## config.mk

```make
export PLATFORM = sky130hd
export DESIGN_NAME = prmb_builder
export DESIGN_NICKNAME = d
export VERILOG_FILES = /design/src/prmb_pkg.sv /design/src/prmb_builder.sv /design/src/prmb_fifo.sv
export SDC_FILE = /design/constraint.sdc
export NUM_CORES = 1
export LEC_CHECK = 0
export ABC_AREA = 1
export BUFFER_PORTS_ARGS = -buffer_cell sky130_fd_sc_hd__buf_2
export CAP_MARGIN = 15
export CORE_AREA = 2 2 196 198
export CTS_CLUSTER_DIAMETER = 60
export CTS_CLUSTER_SIZE = 25
export DETAILED_ROUTE_END_ITERATION = 8
export DIE_AREA = 0 0 198 200
export GPL_ROUTABILITY_DRIVEN = 0
export MAX_ROUTING_LAYER = met4
export PLACE_DENSITY_LB_ADDON = 0.12
export SLEW_MARGIN = 40
export SYNTH_ARGS = -nofsm -noshare
export SYNTH_HDL_FRONTEND = slang
export SYNTH_SLANG_ARGS = --single-unit
```

## constraint.sdc

```tcl
create_clock -name clock_in -period 2.6 [get_ports clock_in]
set_input_delay 0.39 -clock clock_in [delete_from_list [all_inputs] [get_ports clock_in]]
set_output_delay 0.39 -clock clock_in [all_outputs]
set_load 0.1 [all_outputs]
```

## src/prmb_pkg.sv

```systemverilog
// constants and octet layout for the performance report message builder
package prmb_pkg;
   // octet stream and fifo geometry
   localparam int OCTET_W = 8;
   localparam int FIFO_DEPTH = 32;
   localparam int FRAME_OCTETS = 15;
   localparam int HIST_WORDS = 4;

   // fixed octets of the frame
   localparam logic [7:0] FLAG_OCTET = 8'h7e;
   localparam logic [7:0] ADDR_CI_OCTET = 8'h38;
   localparam logic [7:0] ADDR_CARRIER_OCTET = 8'h3a;
   localparam logic [7:0] ENDPOINT_OCTET = 8'h01;
   localparam logic [7:0] CTRL_OCTET = 8'h03;

   // zero based octet positions within the frame
   localparam logic [3:0] IDX_OPEN_FLAG = 4'h0;
   localparam logic [3:0] IDX_ADDR = 4'h1;
   localparam logic [3:0] IDX_ENDPOINT = 4'h2;
   localparam logic [3:0] IDX_CTRL = 4'h3;
   localparam logic [3:0] IDX_DATA_FIRST = 4'h4;
   localparam logic [3:0] IDX_DATA_LAST = 4'hb;
   localparam logic [3:0] IDX_FCS_LO = 4'hc;
   localparam logic [3:0] IDX_FCS_HI = 4'hd;
   localparam logic [3:0] IDX_CLOSE_FLAG = 4'he;

   // crc error count ranges, count saturates at the top bound
   localparam logic [8:0] CRC_CNT_RESET = 9'h000;
   localparam logic [8:0] CRC_R2_LO = 9'h002;
   localparam logic [8:0] CRC_R2_HI = 9'h005;
   localparam logic [8:0] CRC_R3_HI = 9'h00a;
   localparam logic [8:0] CRC_R4_HI = 9'h064;
   localparam logic [8:0] CRC_R5_HI = 9'h13f;
   localparam logic [8:0] CRC_SAT = 9'h140;

   // frame check sequence, reflected crc16
   localparam logic [15:0] FCS_INIT = 16'hffff;
   localparam logic [15:0] FCS_POLY = 16'h8408;

   // reset values and last serial bit index
   localparam logic [15:0] WORD_RESET = 16'h0000;
   localparam logic [1:0] SEQ_RESET = 2'h0;
   localparam logic [2:0] BIT_IDX_LAST = 3'h7;
endpackage

```

## src/prmb_builder.sv

```systemverilog
// once per second performance report frame builder with lsb first bit output
//
// Notes on behaviour
// - each octet leaves least significant bit first, most significant bit last.
// - customer side address octet 00111000, then 00000001, then control 00000011.
// - carrier side address octet is 00111010, command/response bit set.
// - latest completed second's status word goes in octets 5 and 6.
// - three older words follow in octets 7-8, 9-10, 11-12, shifting each second.
// - crc16 check sequence in octets 13 and 14, then closing flag 01111110.
// - exactly one crc range indicator set per nonzero error count in a second.
// - severe framing indicator set on any event; it forces framing bit error clear.
// - framing bit error indicator set on any such error, only without severe framing.
// - line violation, slip and payload loopback indicators follow their events.
// - both study bits and the reserved bit are always zero.
// - two bit report counter advances each report, wrapping modulo four.
`timescale 1ns/1ps
module prmb_builder
   import prmb_pkg::*;
(
   // clock, reset, enable
   input wire logic clock_in,
   input wire logic arst_n_in,
   input wire logic clk_en_in,
   // one second boundary and origin select
   input wire logic second_tick_in,
   input wire logic from_carrier_in,
   // per second events
   input wire logic crc_err_in,
   input wire logic severe_frm_in,
   input wire logic frm_bit_err_in,
   input wire logic line_viol_in,
   input wire logic slip_in,
   input wire logic payload_loop_in,
   // serial output towards the hdlc transmitter
   output logic tx_valid_out,
   input wire logic tx_ready_in,
   output logic tx_bit_out,
   output logic tx_frame_start_out,
   // status
   output logic busy_out,
   output logic [1:0] report_seq_counter_out
);
   import prmb_pkg::*;

   typedef enum logic [1:0] {PRMB_IDLE, PRMB_BUILD} prmb_state_t;

   prmb_state_t state;
   logic [8:0] crc_cnt;
   logic severe_seen;
   logic frm_err_seen;
   logic viol_seen;
   logic slip_seen;
   logic loop_seen;
   logic [1:0] report_seq_counter;
   logic [15:0] hist [HIST_WORDS];
   logic [15:0] frame_words [HIST_WORDS];
   logic frame_carrier;
   logic pending;
   logic [3:0] octet_idx;
   logic [15:0] fcs;
   logic [7:0] shift;
   logic [2:0] bit_idx;
   logic shift_full;
   logic tx_bit;
   logic frame_start;

   // fifo ports
   logic wr_ready;
   logic rd_valid;
   logic [7:0] rd_data;

   // running crc count, held at the top bound so 320+ stays stable
   wire [8:0] crc_cnt_now = (crc_cnt >= CRC_SAT) ? crc_cnt : crc_cnt + 9'(crc_err_in);

   // the tick cycle's own events still belong to the closing second
   wire crc_err_eq1 = (crc_cnt_now == 9'h001);
   wire crc_err_2_to_5 = (crc_cnt_now >= CRC_R2_LO) && (crc_cnt_now <= CRC_R2_HI);
   wire crc_err_6_to_10 = (crc_cnt_now > CRC_R2_HI) && (crc_cnt_now <= CRC_R3_HI);
   wire crc_err_11_to_100 = (crc_cnt_now > CRC_R3_HI) && (crc_cnt_now <= CRC_R4_HI);
   wire crc_err_101_to_319 = (crc_cnt_now > CRC_R4_HI) && (crc_cnt_now <= CRC_R5_HI);
   wire crc_err_320_plus = (crc_cnt_now >= CRC_SAT);
   wire severe_framing_flag = severe_seen || severe_frm_in;
   wire framing_bit_err_flag = (frm_err_seen || frm_bit_err_in) && !severe_framing_flag;
   wire line_violation_flag = viol_seen || line_viol_in;
   wire slip_flag = slip_seen || slip_in;
   wire payload_loop_flag = loop_seen || payload_loop_in;
   wire sync_study_bit_a = 1'b0;
   wire sync_study_bit_b = 1'b0;
   wire reserved_bit = 1'b0;

   wire [7:0] word_hi = {crc_err_6_to_10, line_violation_flag, crc_err_11_to_100,
      sync_study_bit_a, sync_study_bit_b, crc_err_101_to_319, slip_flag, crc_err_320_plus};
   wire [7:0] word_lo = {framing_bit_err_flag, severe_framing_flag, payload_loop_flag,
      crc_err_eq1, reserved_bit, crc_err_2_to_5, report_seq_counter};
   wire [15:0] new_word = {word_hi, word_lo};

   wire tick = second_tick_in && clk_en_in;
   wire start = (state == PRMB_IDLE) && pending;

   // octet selection by frame position
   wire [2:0] data_word = 3'((octet_idx - IDX_DATA_FIRST) >> 1);
   wire [15:0] data_sel = frame_words[data_word[1:0]];
   wire is_data = (octet_idx >= IDX_DATA_FIRST) && (octet_idx <= IDX_DATA_LAST);
   wire [7:0] data_octet = octet_idx[0] ? data_sel[7:0] : data_sel[15:8];
   wire [15:0] fcs_out = ~fcs;
   wire [7:0] addr_octet = frame_carrier ? ADDR_CARRIER_OCTET : ADDR_CI_OCTET;
   wire [7:0] octet =
      (octet_idx == IDX_OPEN_FLAG) ? FLAG_OCTET :
      (octet_idx == IDX_ADDR) ? addr_octet :
      (octet_idx == IDX_ENDPOINT) ? ENDPOINT_OCTET :
      (octet_idx == IDX_CTRL) ? CTRL_OCTET :
      is_data ? data_octet :
      (octet_idx == IDX_FCS_LO) ? fcs_out[7:0] :
      (octet_idx == IDX_FCS_HI) ? fcs_out[15:8] :
      FLAG_OCTET;
   wire wr_valid = (state == PRMB_BUILD);
   wire push = wr_valid && wr_ready && clk_en_in;
   wire in_fcs_span = (octet_idx >= IDX_ADDR) && (octet_idx <= IDX_DATA_LAST);

   // reflected crc16 over one octet, lsb first like the wire order
   function automatic logic [15:0] fcs_step(input logic [15:0] c, input logic [7:0] d);
      logic [15:0] r;
      r = c;
      for (int i = 0; i < 8; i++)
      begin
         r = (r[0] ^ d[i]) ? ((r >> 1) ^ FCS_POLY) : (r >> 1);
      end
      return r;
   endfunction

   // per second event accumulation
   always_ff @(posedge clock_in or negedge arst_n_in)
   begin
      if (!arst_n_in)
      begin
         crc_cnt <= CRC_CNT_RESET;
         severe_seen <= 1'b0;
         frm_err_seen <= 1'b0;
         viol_seen <= 1'b0;
         slip_seen <= 1'b0;
         loop_seen <= 1'b0;
      end
      else if (clk_en_in)
      begin
         crc_cnt <= second_tick_in ? CRC_CNT_RESET : crc_cnt_now;
         severe_seen <= !second_tick_in && severe_framing_flag;
         frm_err_seen <= !second_tick_in && (frm_err_seen || frm_bit_err_in);
         viol_seen <= !second_tick_in && line_violation_flag;
         slip_seen <= !second_tick_in && slip_flag;
         loop_seen <= !second_tick_in && payload_loop_flag;
      end
   end

   // history shift and report counter at each second boundary
   always_ff @(posedge clock_in or negedge arst_n_in)
   begin
      if (!arst_n_in)
      begin
         report_seq_counter <= SEQ_RESET;
         for (int i = 0; i < HIST_WORDS; i++)
         begin
            hist[i] <= WORD_RESET;
         end
      end
      else if (tick)
      begin
         report_seq_counter <= report_seq_counter + 2'h1;
         hist[0] <= new_word;
         for (int i = 1; i < HIST_WORDS; i++)
         begin
            hist[i] <= hist[i-1];
         end
      end
   end

   // frame build: snapshot the history so a later tick cannot tear the frame
   always_ff @(posedge clock_in or negedge arst_n_in)
   begin
      if (!arst_n_in)
      begin
         state <= PRMB_IDLE;
         pending <= 1'b0;
         octet_idx <= IDX_OPEN_FLAG;
         fcs <= FCS_INIT;
         frame_carrier <= 1'b0;
         for (int i = 0; i < HIST_WORDS; i++)
         begin
            frame_words[i] <= WORD_RESET;
         end
      end
      else if (clk_en_in)
      begin
         case (state)
            PRMB_IDLE:
            begin
               pending <= 1'b0;
               if (start)
               begin
                  state <= PRMB_BUILD;
                  octet_idx <= IDX_OPEN_FLAG;
                  fcs <= FCS_INIT;
                  frame_carrier <= from_carrier_in;
                  frame_words <= hist;
               end
            end
            PRMB_BUILD:
            begin
               if (second_tick_in)
               begin
                  pending <= 1'b1;
               end
               if (push)
               begin
                  if (in_fcs_span)
                  begin
                     fcs <= fcs_step(fcs, octet);
                  end
                  if (octet_idx == IDX_CLOSE_FLAG)
                  begin
                     state <= PRMB_IDLE;
                  end
                  octet_idx <= octet_idx + 4'h1;
               end
            end
            default:
            begin
               state <= PRMB_IDLE;
            end
         endcase
         if (state == PRMB_IDLE && second_tick_in)
         begin
            pending <= 1'b1;
         end
      end
   end

   prmb_fifo #(
      .WIDTH(OCTET_W),
      .DEPTH(FIFO_DEPTH)
   ) u_fifo (
      .clock_in(clock_in),
      .arst_n_in(arst_n_in),
      .clk_en_in(clk_en_in),
      .wr_valid_in(wr_valid),
      .wr_ready_out(wr_ready),
      .wr_data_in(octet),
      .rd_valid_out(rd_valid),
      .rd_ready_in(!shift_full),
      .rd_data_out(rd_data)
   );

   // serialiser: the output bit is the flopped lsb of the shifter
   wire load = rd_valid && !shift_full && clk_en_in;
   wire bit_done = shift_full && tx_ready_in && clk_en_in;

   always_ff @(posedge clock_in or negedge arst_n_in)
   begin
      if (!arst_n_in)
      begin
         shift <= 8'h00;
         bit_idx <= 3'h0;
         shift_full <= 1'b0;
         tx_bit <= 1'b0;
         frame_start <= 1'b0;
      end
      else
      begin
         if (load)
         begin
            shift <= rd_data >> 1;
            tx_bit <= rd_data[0];
            bit_idx <= 3'h0;
            shift_full <= 1'b1;
         end
         else if (bit_done)
         begin
            shift <= shift >> 1;
            tx_bit <= shift[0];
            bit_idx <= bit_idx + 3'h1;
            shift_full <= (bit_idx != BIT_IDX_LAST);
         end
         if (push)
         begin
            frame_start <= (octet_idx == IDX_OPEN_FLAG);
         end
      end
   end

   assign tx_valid_out = shift_full;
   assign tx_bit_out = tx_bit;
   assign tx_frame_start_out = frame_start;
   assign busy_out = (state == PRMB_BUILD) || rd_valid || shift_full;
   assign report_seq_counter_out = report_seq_counter;
endmodule

```

## src/prmb_fifo.sv

```systemverilog
// octet fifo between the frame builder and the bit serialiser
`timescale 1ns/1ps
module prmb_fifo #(
   parameter int WIDTH = 8,
   parameter int DEPTH = 32
)
(
   // clock, reset, enable
   input wire logic clock_in,
   input wire logic arst_n_in,
   input wire logic clk_en_in,
   // write side
   input wire logic wr_valid_in,
   output logic wr_ready_out,
   input wire logic [WIDTH-1:0] wr_data_in,
   // read side
   output logic rd_valid_out,
   input wire logic rd_ready_in,
   output logic [WIDTH-1:0] rd_data_out
);
   localparam int AW = $clog2(DEPTH);

   logic [WIDTH-1:0] mem [DEPTH];
   logic [AW-1:0] wr_ptr;
   logic [AW-1:0] rd_ptr;
   logic [AW:0] count;
   wire do_wr = wr_valid_in && wr_ready_out && clk_en_in;
   wire do_rd = rd_valid_out && rd_ready_in && clk_en_in;

   assign wr_ready_out = (count != (AW+1)'(DEPTH));
   assign rd_valid_out = (count != '0);
   assign rd_data_out = mem[rd_ptr];

   always_ff @(posedge clock_in)
   begin
      if (do_wr)
      begin
         mem[wr_ptr] <= wr_data_in;
      end
   end

   always_ff @(posedge clock_in or negedge arst_n_in)
   begin
      if (!arst_n_in)
      begin
         wr_ptr <= '0;
         rd_ptr <= '0;
         count <= '0;
      end
      else
      begin
         if (do_wr)
         begin
            wr_ptr <= (wr_ptr == AW'(DEPTH - 1)) ? '0 : wr_ptr + 1'b1;
         end
         if (do_rd)
         begin
            rd_ptr <= (rd_ptr == AW'(DEPTH - 1)) ? '0 : rd_ptr + 1'b1;
         end
         if (do_wr && !do_rd)
         begin
            count <= count + 1'b1;
         end
         else if (do_rd && !do_wr)
         begin
            count <= count - 1'b1;
         end
      end
   end
endmodule

```

==> results of run 1 <==
-- path summary, 6_finish.rpt --
kind,start,endpoint,slack [ps],depth (start not counted)
max in group asynchronous,arst_n_in,tx_valid_out,1430,3
max,u_fifo.count[3],u_fifo.count[5],50,17
min in group asynchronous,arst_n_in,hist[32],420,2
min reg2reg,frame_words[7],frame_words[7],480,2
min,from_carrier_in,frame_carrier,90,3
max reg2reg,u_fifo.count[3],u_fifo.count[5],50,17
-- worst max-delay path, stage by stage (launching register included) --
cell,delay [ps]
sky130_fd_sc_hd__dfrtp_1,410
sky130_fd_sc_hd__nor2_1,110
sky130_fd_sc_hd__nand2_1,110
sky130_fd_sc_hd__nor3b_1,250
sky130_fd_sc_hd__nor2_2,90
sky130_fd_sc_hd__ha_4,180
sky130_fd_sc_hd__inv_4,80
sky130_fd_sc_hd__ha_4,210
sky130_fd_sc_hd__nand2_2,70
sky130_fd_sc_hd__nand2_1,50
sky130_fd_sc_hd__a31oi_2,180
sky130_fd_sc_hd__nor2_1,100
sky130_fd_sc_hd__o21a_1,180
sky130_fd_sc_hd__nor2_1,130
sky130_fd_sc_hd__nand2_1,70
sky130_fd_sc_hd__nand2_1,50
sky130_fd_sc_hd__nor2_1,50
sky130_fd_sc_hd__xor2_1,140
-- flip-flops by register name, indices dropped and copies added, names as in the netlist, 3 cells and up --
| register | cells |
|---|---|
| shift | 7 |
| u_fifo.wr_ptr | 5 |
| u_fifo.rd_ptr | 5 |
| u_fifo.count | 6 |
| octet_idx | 4 |
| fcs | 16 |
| bit_idx | 3 |
| crc_cnt | 9 |
| frame_words | 52 |
| u_fifo.mem | 256 |
| hist | 52 |
-- Yosys cell counts (all sizes together) --
cell and n:
nand2 303, o21ai 260, edfxtp 256, nor2 205
dfrtp 156, inv 137, nand3 132, clkbuf 67
o221ai 62, a21oi 27, buf 23, ha 22
dfstp 16, nor3 15, o22ai 14, xor2 14
mux2i 11, o211ai 6, a31oi 4, nand4 4
o21a 4, clkinv 3, a22oi 2, nor3b 2
or2 2, xnor2 2, a211oi 1, a21boi 1
a31o 1, and2 1, fa 1, nand3b 1
nor2b 1, nor4 1, o21bai 1
-- per-layer routing --
| metal | global-route usage, % | wire length (µm) | share of wire (%) | up-vias |
|---|---|---|---|---|
| met5 | - | 0 | 0 | - |
| met2 | 39.40 | 21540 | 50 | 249 |
| met3 | 2.184 | 1594 | 3.7 | 68 |
| li1 | - | - | - | 6203 |
| met1 | 30.63 | 19310 | 44 | 6210 |
| met4 | 6.544 | 1037 | 2.4 | 0 |
-- layout by cell type (no fill, tap or decap), types with 3 or more instances in the layout --
cell type	synthesis	final
sky130_fd_sc_hd__inv_1	131	129
sky130_fd_sc_hd__o211ai_1	6	6
sky130_fd_sc_hd__nand3_2	4	4
sky130_fd_sc_hd__buf_4	2	78
sky130_fd_sc_hd__inv_8	0	5
sky130_fd_sc_hd__clkinv_8	0	4
sky130_fd_sc_hd__edfxtp_1	256	256
sky130_fd_sc_hd__a31oi_1	4	3
sky130_fd_sc_hd__ha_1	22	20
sky130_fd_sc_hd__dfstp_2	16	16
sky130_fd_sc_hd__nor2_1	203	203
sky130_fd_sc_hd__a21oi_1	27	27
sky130_fd_sc_hd__o221ai_1	62	62
sky130_fd_sc_hd__nand2_1	285	283
sky130_fd_sc_hd__clkinvlp_4	0	3
sky130_fd_sc_hd__o21ai_1	29	29
sky130_fd_sc_hd__buf_12	0	8
sky130_fd_sc_hd__buf_2	12	16
sky130_fd_sc_hd__o22ai_1	14	14
sky130_fd_sc_hd__o21ai_0	230	230
sky130_fd_sc_hd__o21a_1	4	4
sky130_fd_sc_hd__xor2_1	13	13
sky130_fd_sc_hd__inv_6	1	4
sky130_fd_sc_hd__inv_2	5	6
sky130_fd_sc_hd__clkinv_1	3	5
sky130_fd_sc_hd__nand4_1	4	4
sky130_fd_sc_hd__mux2i_1	11	11
sky130_fd_sc_hd__nor3_4	0	3
sky130_fd_sc_hd__nand3_1	128	128
sky130_fd_sc_hd__nor3_1	13	12
sky130_fd_sc_hd__dfrtp_1	156	154
sky130_fd_sc_hd__nand2_2	17	19
sky130_fd_sc_hd__clkbuf_16	0	39
-- through the flow --
step / total power [mW] / hold WS, ps / setup TNS, ps / setup WS [ps]
finish: 27.94 / 91.99 / 0 / 54.78
global route: 29.73 / 116.1 / -86.14 / -86.14
CTS: 28.10 / 90.52 / 0 / 71.97
detailed placement: 22.52 / 435.0 / 0 / 88.91
global placement: 22.27 / 437.1 / 0 / 113.2
floorplan: 18.34 / 94.41 / 0 / 5.877
-- power groups by stage --
stage,Clock (mW),Sequential [mW],Combinational (mW)
after floorplan,0,11.2,7.13
after global placement,0,11.1,11.2
after detailed placement,0,11.1,11.4
after CTS,5.68,11.0,11.4
after global routing,5.92,11.1,12.7
final,5.57,11.0,11.4
-- repair_timing --
item                                   4_1_cts  5_1_grt
gates resized for setup                      0        4
endpoints found under the hold margin       60        0
setup buffers                                0        2
hold buffers                                 1        0
setup endpoints to repair                    0        1
-- area by class of cell --
type	instances	area (µm²)	share of cell area (%)
well taps	511	639.4	3.059
multi-input cells	1100	5642	26.99
inverters	140	533.0	2.550
clock buffers	41	983.4	4.705
repair buffers	104	849.6	4.064
clock inverters	21	237.7	1.137
flip-flops and latches	428	12020	57.50
-- cell families after synthesis --
family                   Yosys count  share of synthesized area, %
AND/OR/NAND/NOR                  667                         15.15
adder cells (fa/ha/maj)           23                         1.594
multiplexers                      11                        0.5942
flip-flops                       428                         64.82
XOR/XNOR                          16                        0.7968
buffers and inverters            230                         5.057
AO/OA/AOI/OAI                    383                         11.99
==> impl_metrics.ini, run 1 <==
[synthesis]
seq_area_frac_synth_pct = 64.82
synthesized_netlist_net_count = 1793
yosys_register_bits = 428
yosysUniqueCellTypes = 51
synthesis.area_mm2 = 0.01853
netlist.top_cell.by_area = sky130_fd_sc_hd__edfxtp_1
yosys_warnings = 0
post_synth_main_area_contributors = sky130_fd_sc_hd__edfxtp_1 41%, sky130_fd_sc_hd__dfrtp_1 21%, sky130_fd_sc_hd__o21ai_0 6.2%
post_synth_inst_count = 1758
syn-mean-instance-area_um2 = 10.54
post-synth-top-area-fraction_pct = 41.49

[drt]
drt-initial-drc-count = 851
drt-pass1-iter-count = 5
wire_per_inst_um = 18.54
ant_nets = 0
vias = 12730
drt_drc_violations_left = 0
route.final.wire_length_mm = 43.48
avgViaCountPerCell = 5.429

[clocking]
cts-root-buf = sky130_fd_sc_hd__clkbuf_16
clock_tree_from_tritoncts = yes
cts_buffer_depth = 3
clock_network_latency_to_the_later_pin_of_the_worst_skew_pair_ps = 540
cts-htree-levels = 2
tritoncts_num_sinks = 428
clock_transition_time_at_the_flip_flop_clock_pins_of_the_worst_setup_and_hold_paths_ps = 70
cts_inserted_buffers = 34

[layout]
fin_cells = 2345
diodes = 0
postLayoutCoreUtil_pct = 55.89
drive_above_1_share_pct = 12.21
layout.cell_area.non_filler_mm2 = 0.02090
fillerInstances = 3211
design.final.nets = 1843
signed_area_change_from_the_synthesized_netlist_to_the_final_layout_pct = 12.81

[die]
ioPinCount = 18
dieWidth_um = 198
fp.coreArea_mm2 = 0.03740
initial_core_util_pct = 49.55
dieArea_mm2 = 0.03960
num_rows = 71
fp.dieH_um = 200

[pwr]
p_clk_share_pct = 19.9
switching_power_mw = 11.39
peakVddDrop_v = 0.001189
combinational_group_share_of_total_power_pct = 40.8
cellInternalPower_mw = 16.54
net_sw_share_pct = 40.78
power_density_mw_per_mm2 = 1336
sequentialPowerShare_pct = 39.3
leakagePower_nw = 8.267

[sta]
layout_worst_path_cycle_share_pct = 97.89
rsz_0062_raised_after_global_routing = yes
finalMaxSlewViolations = 0
finalHoldViolCount = 0
timing.clock.skew_ps = 23.47
fmax_mhz = 392.9
finalCriticalPeriod_ps = 2545
slew_headroom_pct = 58.91
report.final.setup_viol = 0
tightest_slew_ps = 615.7

[placement]
place.port_buffers = 17
detailed_place_hpwl_mm = 27.49
placed_cell_area_mm2 = 0.01963
numPlacedInstances = 2280

[grt]
largest_net_degree_at_the_start_of_global_routing = 88
number_of_antenna_violations_at_the_first_check_in_global_routing = 0
globalRouteOverflowTotal = 0
grt_pass1_vias = 12530
grt_first_pass_wirelength_mm = 69.60
grt_use_total_pct = 23.39

[critical_path]
cp_data_required_time_ps = 3010
critPathArrivalTime_ps = 2950
start_kind = register
worstSetupPathType = register to register
critical_path_peak_fanout = 5
cp-end-kind = register

[job]
maxCapViolCount = 0

[min_path]
min-delay-path-class = input pin to register

[status]
outcome = finished clean
Power figures use the tool's default switching activity.
==> run 2, diff against run 1 <==
Settings changed: PLACE_DENSITY set to 0.77, PLACE_DENSITY_LB_ADDON 0.12 to unset.
==> run 2 against run 1 <==
Compared with the run above:
- sequential cell count stayed put
- combinational power barely moved
- clock skew grew 7.1 ps
- clock power is 6.5% lower
- maximum frequency up 2.6%
==> impl_metrics.ini, run 2 (same netlist as run 1, synthesis figures left out) <==
[status]
outcome = finished clean

[grt]
globalRouteOverflowTotal = 0
grt_first_pass_wirelength_mm = 66.92
number_of_antenna_violations_at_the_first_check_in_global_routing = 0
grt_use_total_pct = 22.06
grt_pass1_vias = 12580
largest_net_degree_at_the_start_of_global_routing = 88

[placement]
place.port_buffers = 17
numPlacedInstances = 2277
detailed_place_hpwl_mm = 26.16

[critical_path]
cp-end-kind = register
worst_path_largest_cell_delay_ps = 390
worst-path-buf-inv = 2
worstSetupPathType = register to register
critical_path_peak_fanout = 5
critPathArrivalTime_ps = 2950
cp_cell_sequence = nor2_1, nand2_2, nor3_4, nor3_4, inv_2, ha_4, inv_4, ha_4, nand2_1, nand2_1, a31oi_2, nor2_1, o21a_1, nor2_2, nand2_1, nand2_1, nor2_1, xor2_1
cp_data_required_time_ps = 3070
path_delay_family = simple AND/OR/NAND/NOR gates
critical_path.startpoint = u_fifo.count[0]
worst_path_most_repeated_cell = sky130_fd_sc_hd__nand2_1
crit_slowest_cell = sky130_fd_sc_hd__dfrtp_1
rrSetupSlack_ps = 120
start_kind = register
worstReg2RegStart = u_fifo.count[0]

[drt]
met3_wirelength_mm = 3.527
drt-initial-drc-count = 1240
detail_route.wirelength.met1_mm = 17.17
avgViaCountPerCell = 5.630
vias = 13130
dr.max_layer_used = met4
drt_drc_violations_left = 0
ant_nets = 0
met2RoutedLength_mm = 20.15
wire_per_inst_um = 17.90
route.final.wire_length_mm = 41.74
drt-pass1-iter-count = 5

[sta]
fmax_mhz = 403.2
finalHoldViolCount = 0
slew_headroom_pct = 58.05
finalMaxSlewViolations = 0
timing.clock.skew_ps = 30.59
finalCriticalPeriod_ps = 2480
tightest_slew_ps = 629.2
layout_worst_path_cycle_share_pct = 95.39
finalHoldWorstSlack_ps = 30.82
report.final.setup_viol = 0

[die]
dieWidth_um = 198
num_rows = 71
fp.dieH_um = 200
initial_core_util_pct = 49.55
ioPinCount = 18
dieArea_mm2 = 0.03960
fp.coreArea_mm2 = 0.03740

[clocking]
cts_buffer_depth = 3
cts_inserted_buffers = 29
clock_network_latency_to_the_later_pin_of_the_worst_skew_pair_ps = 600
clock_tree_from_tritoncts = yes
cts-htree-levels = 1
clock_transition_time_at_the_flip_flop_clock_pins_of_the_worst_setup_and_hold_paths_ps = 90
cts-root-buf = sky130_fd_sc_hd__clkbuf_16
tritoncts_num_sinks = 428

[pwr]
peakVddDrop_v = 0.0009294
leakagePower_nw = 8.186
fin_total_pwr_mw = 27.63
power_density_mw_per_mm2 = 1331

[min_path]
min-delay-path-class = input pin to register
hold_path_startpoint = from_carrier_in

[layout]
postLayoutCoreUtil_pct = 55.49
diodes = 0
drive_above_1_share_pct = 11.86
biggestRegsByFlops = u_fifo.mem: 256 flops, frame_words: 52 flops, hist: 52 flops
fin_cells = 2332
fillerInstances = 3053
signed_area_change_from_the_synthesized_netlist_to_the_final_layout_pct = 11.99
largest-register = u_fifo.mem
commonest_non_fill_non_tap_cell_in_the_layout = sky130_fd_sc_hd__nand2_1
final_cell_mix = 283 x sky130_fd_sc_hd__nand2_1, 256 x sky130_fd_sc_hd__edfxtp_1, 230 x sky130_fd_sc_hd__o21ai_0, 201 x sky130_fd_sc_hd__nor2_1, 154 x sky130_fd_sc_hd__dfrtp_1
design.final.nets = 1833
largest_register_ff_count = 256

[job]
maxCapViolCount = 0
==> run 2: changes by cell type in the layout (fill, tap and decap cells not counted), sizes merged <==
cell | previous run | this run
clkbuf | 42 | 31
inv | 146 | 152
clkinv | 11 | 6
buf | 102 | 98
bufinv | 1 | 3
clkinvlp | 3 | 2
==> run 2: path summary, 6_finish.rpt <==
check,endpoint,cells after the start
min in group asynchronous,crc_cnt[4],2
hold reg to reg,frame_words[0],2
hold / removal,frame_carrier,3
max in group asynchronous,fcs[8],3
setup reg to reg,u_fifo.count[5],18
setup / recovery,u_fifo.count[5],18
==> run 2: metrics by stage <==
stage	setup slack (ps)	TNS, ps	instance area, µm²
after CTS	39.58	0	20720
final	119.9	0	20750
after global placement	139.4	0	19610
after global routing	-24.17	-24.17	20750
after floorplan	5.877	0	18570
after detailed placement	75.55	0	19610
==> run 2: worst reg2reg max path: stages (launching register included) <==
cell and delay (ps):
sky130_fd_sc_hd__dfrtp_1 390, sky130_fd_sc_hd__nor2_1 130, sky130_fd_sc_hd__nand2_2 90, sky130_fd_sc_hd__nor3_4 220, sky130_fd_sc_hd__nor3_4 70, sky130_fd_sc_hd__inv_2 80, sky130_fd_sc_hd__ha_4 150, sky130_fd_sc_hd__inv_4 50
sky130_fd_sc_hd__ha_4 220, sky130_fd_sc_hd__nand2_1 60, sky130_fd_sc_hd__nand2_1 60, sky130_fd_sc_hd__a31oi_2 170, sky130_fd_sc_hd__nor2_1 70, sky130_fd_sc_hd__o21a_1 180, sky130_fd_sc_hd__nor2_2 90, sky130_fd_sc_hd__nand2_1 60
sky130_fd_sc_hd__nand2_1 60, sky130_fd_sc_hd__nor2_1 50, sky130_fd_sc_hd__xor2_1 130
==> run 2: metal layers <==
metal | global-route usage (%) | vias to the layer above
met1 | 29.13 | 6342
met3 | 3.730 | 73
li1 | - | 6175
met4 | 5.402 | 0
met2 | 35.98 | 539
met5 | - | -
==> run 2: timing repair <==
item,in CTS,in global routing
setup endpoints to repair,0,1
hold buffers,1,0
setup buffers,0,0
hold endpoints to repair,48,0
gates resized for setup,0,7
==> run 2: final cells by class <==
| class | instances | area (µm²) | share of cell area, % |
|---|---|---|---|
| Sequential cell | 428 | 12020 | 57.92 |
| Multi-Input combinational cell | 1100 | 5652 | 27.23 |
| Timing Repair Buffer | 99 | 809.5 | 3.901 |
| Clock buffer | 31 | 754.5 | 3.636 |
| Tap cell | 511 | 639.4 | 3.081 |
| Inverter | 140 | 533.0 | 2.568 |
| Clock inverter | 23 | 345.3 | 1.664 |
==> run 2: power breakdown <==
group	leakage [nW]	total, mW	switching (mW)	internal (mW)
Combinational	3.19	11.4	8.13	3.28
Sequential	4.46	11.0	0.718	10.3
Clock	0.529	5.21	2.61	2.60
Total	8.19	27.6	11.5	16.2
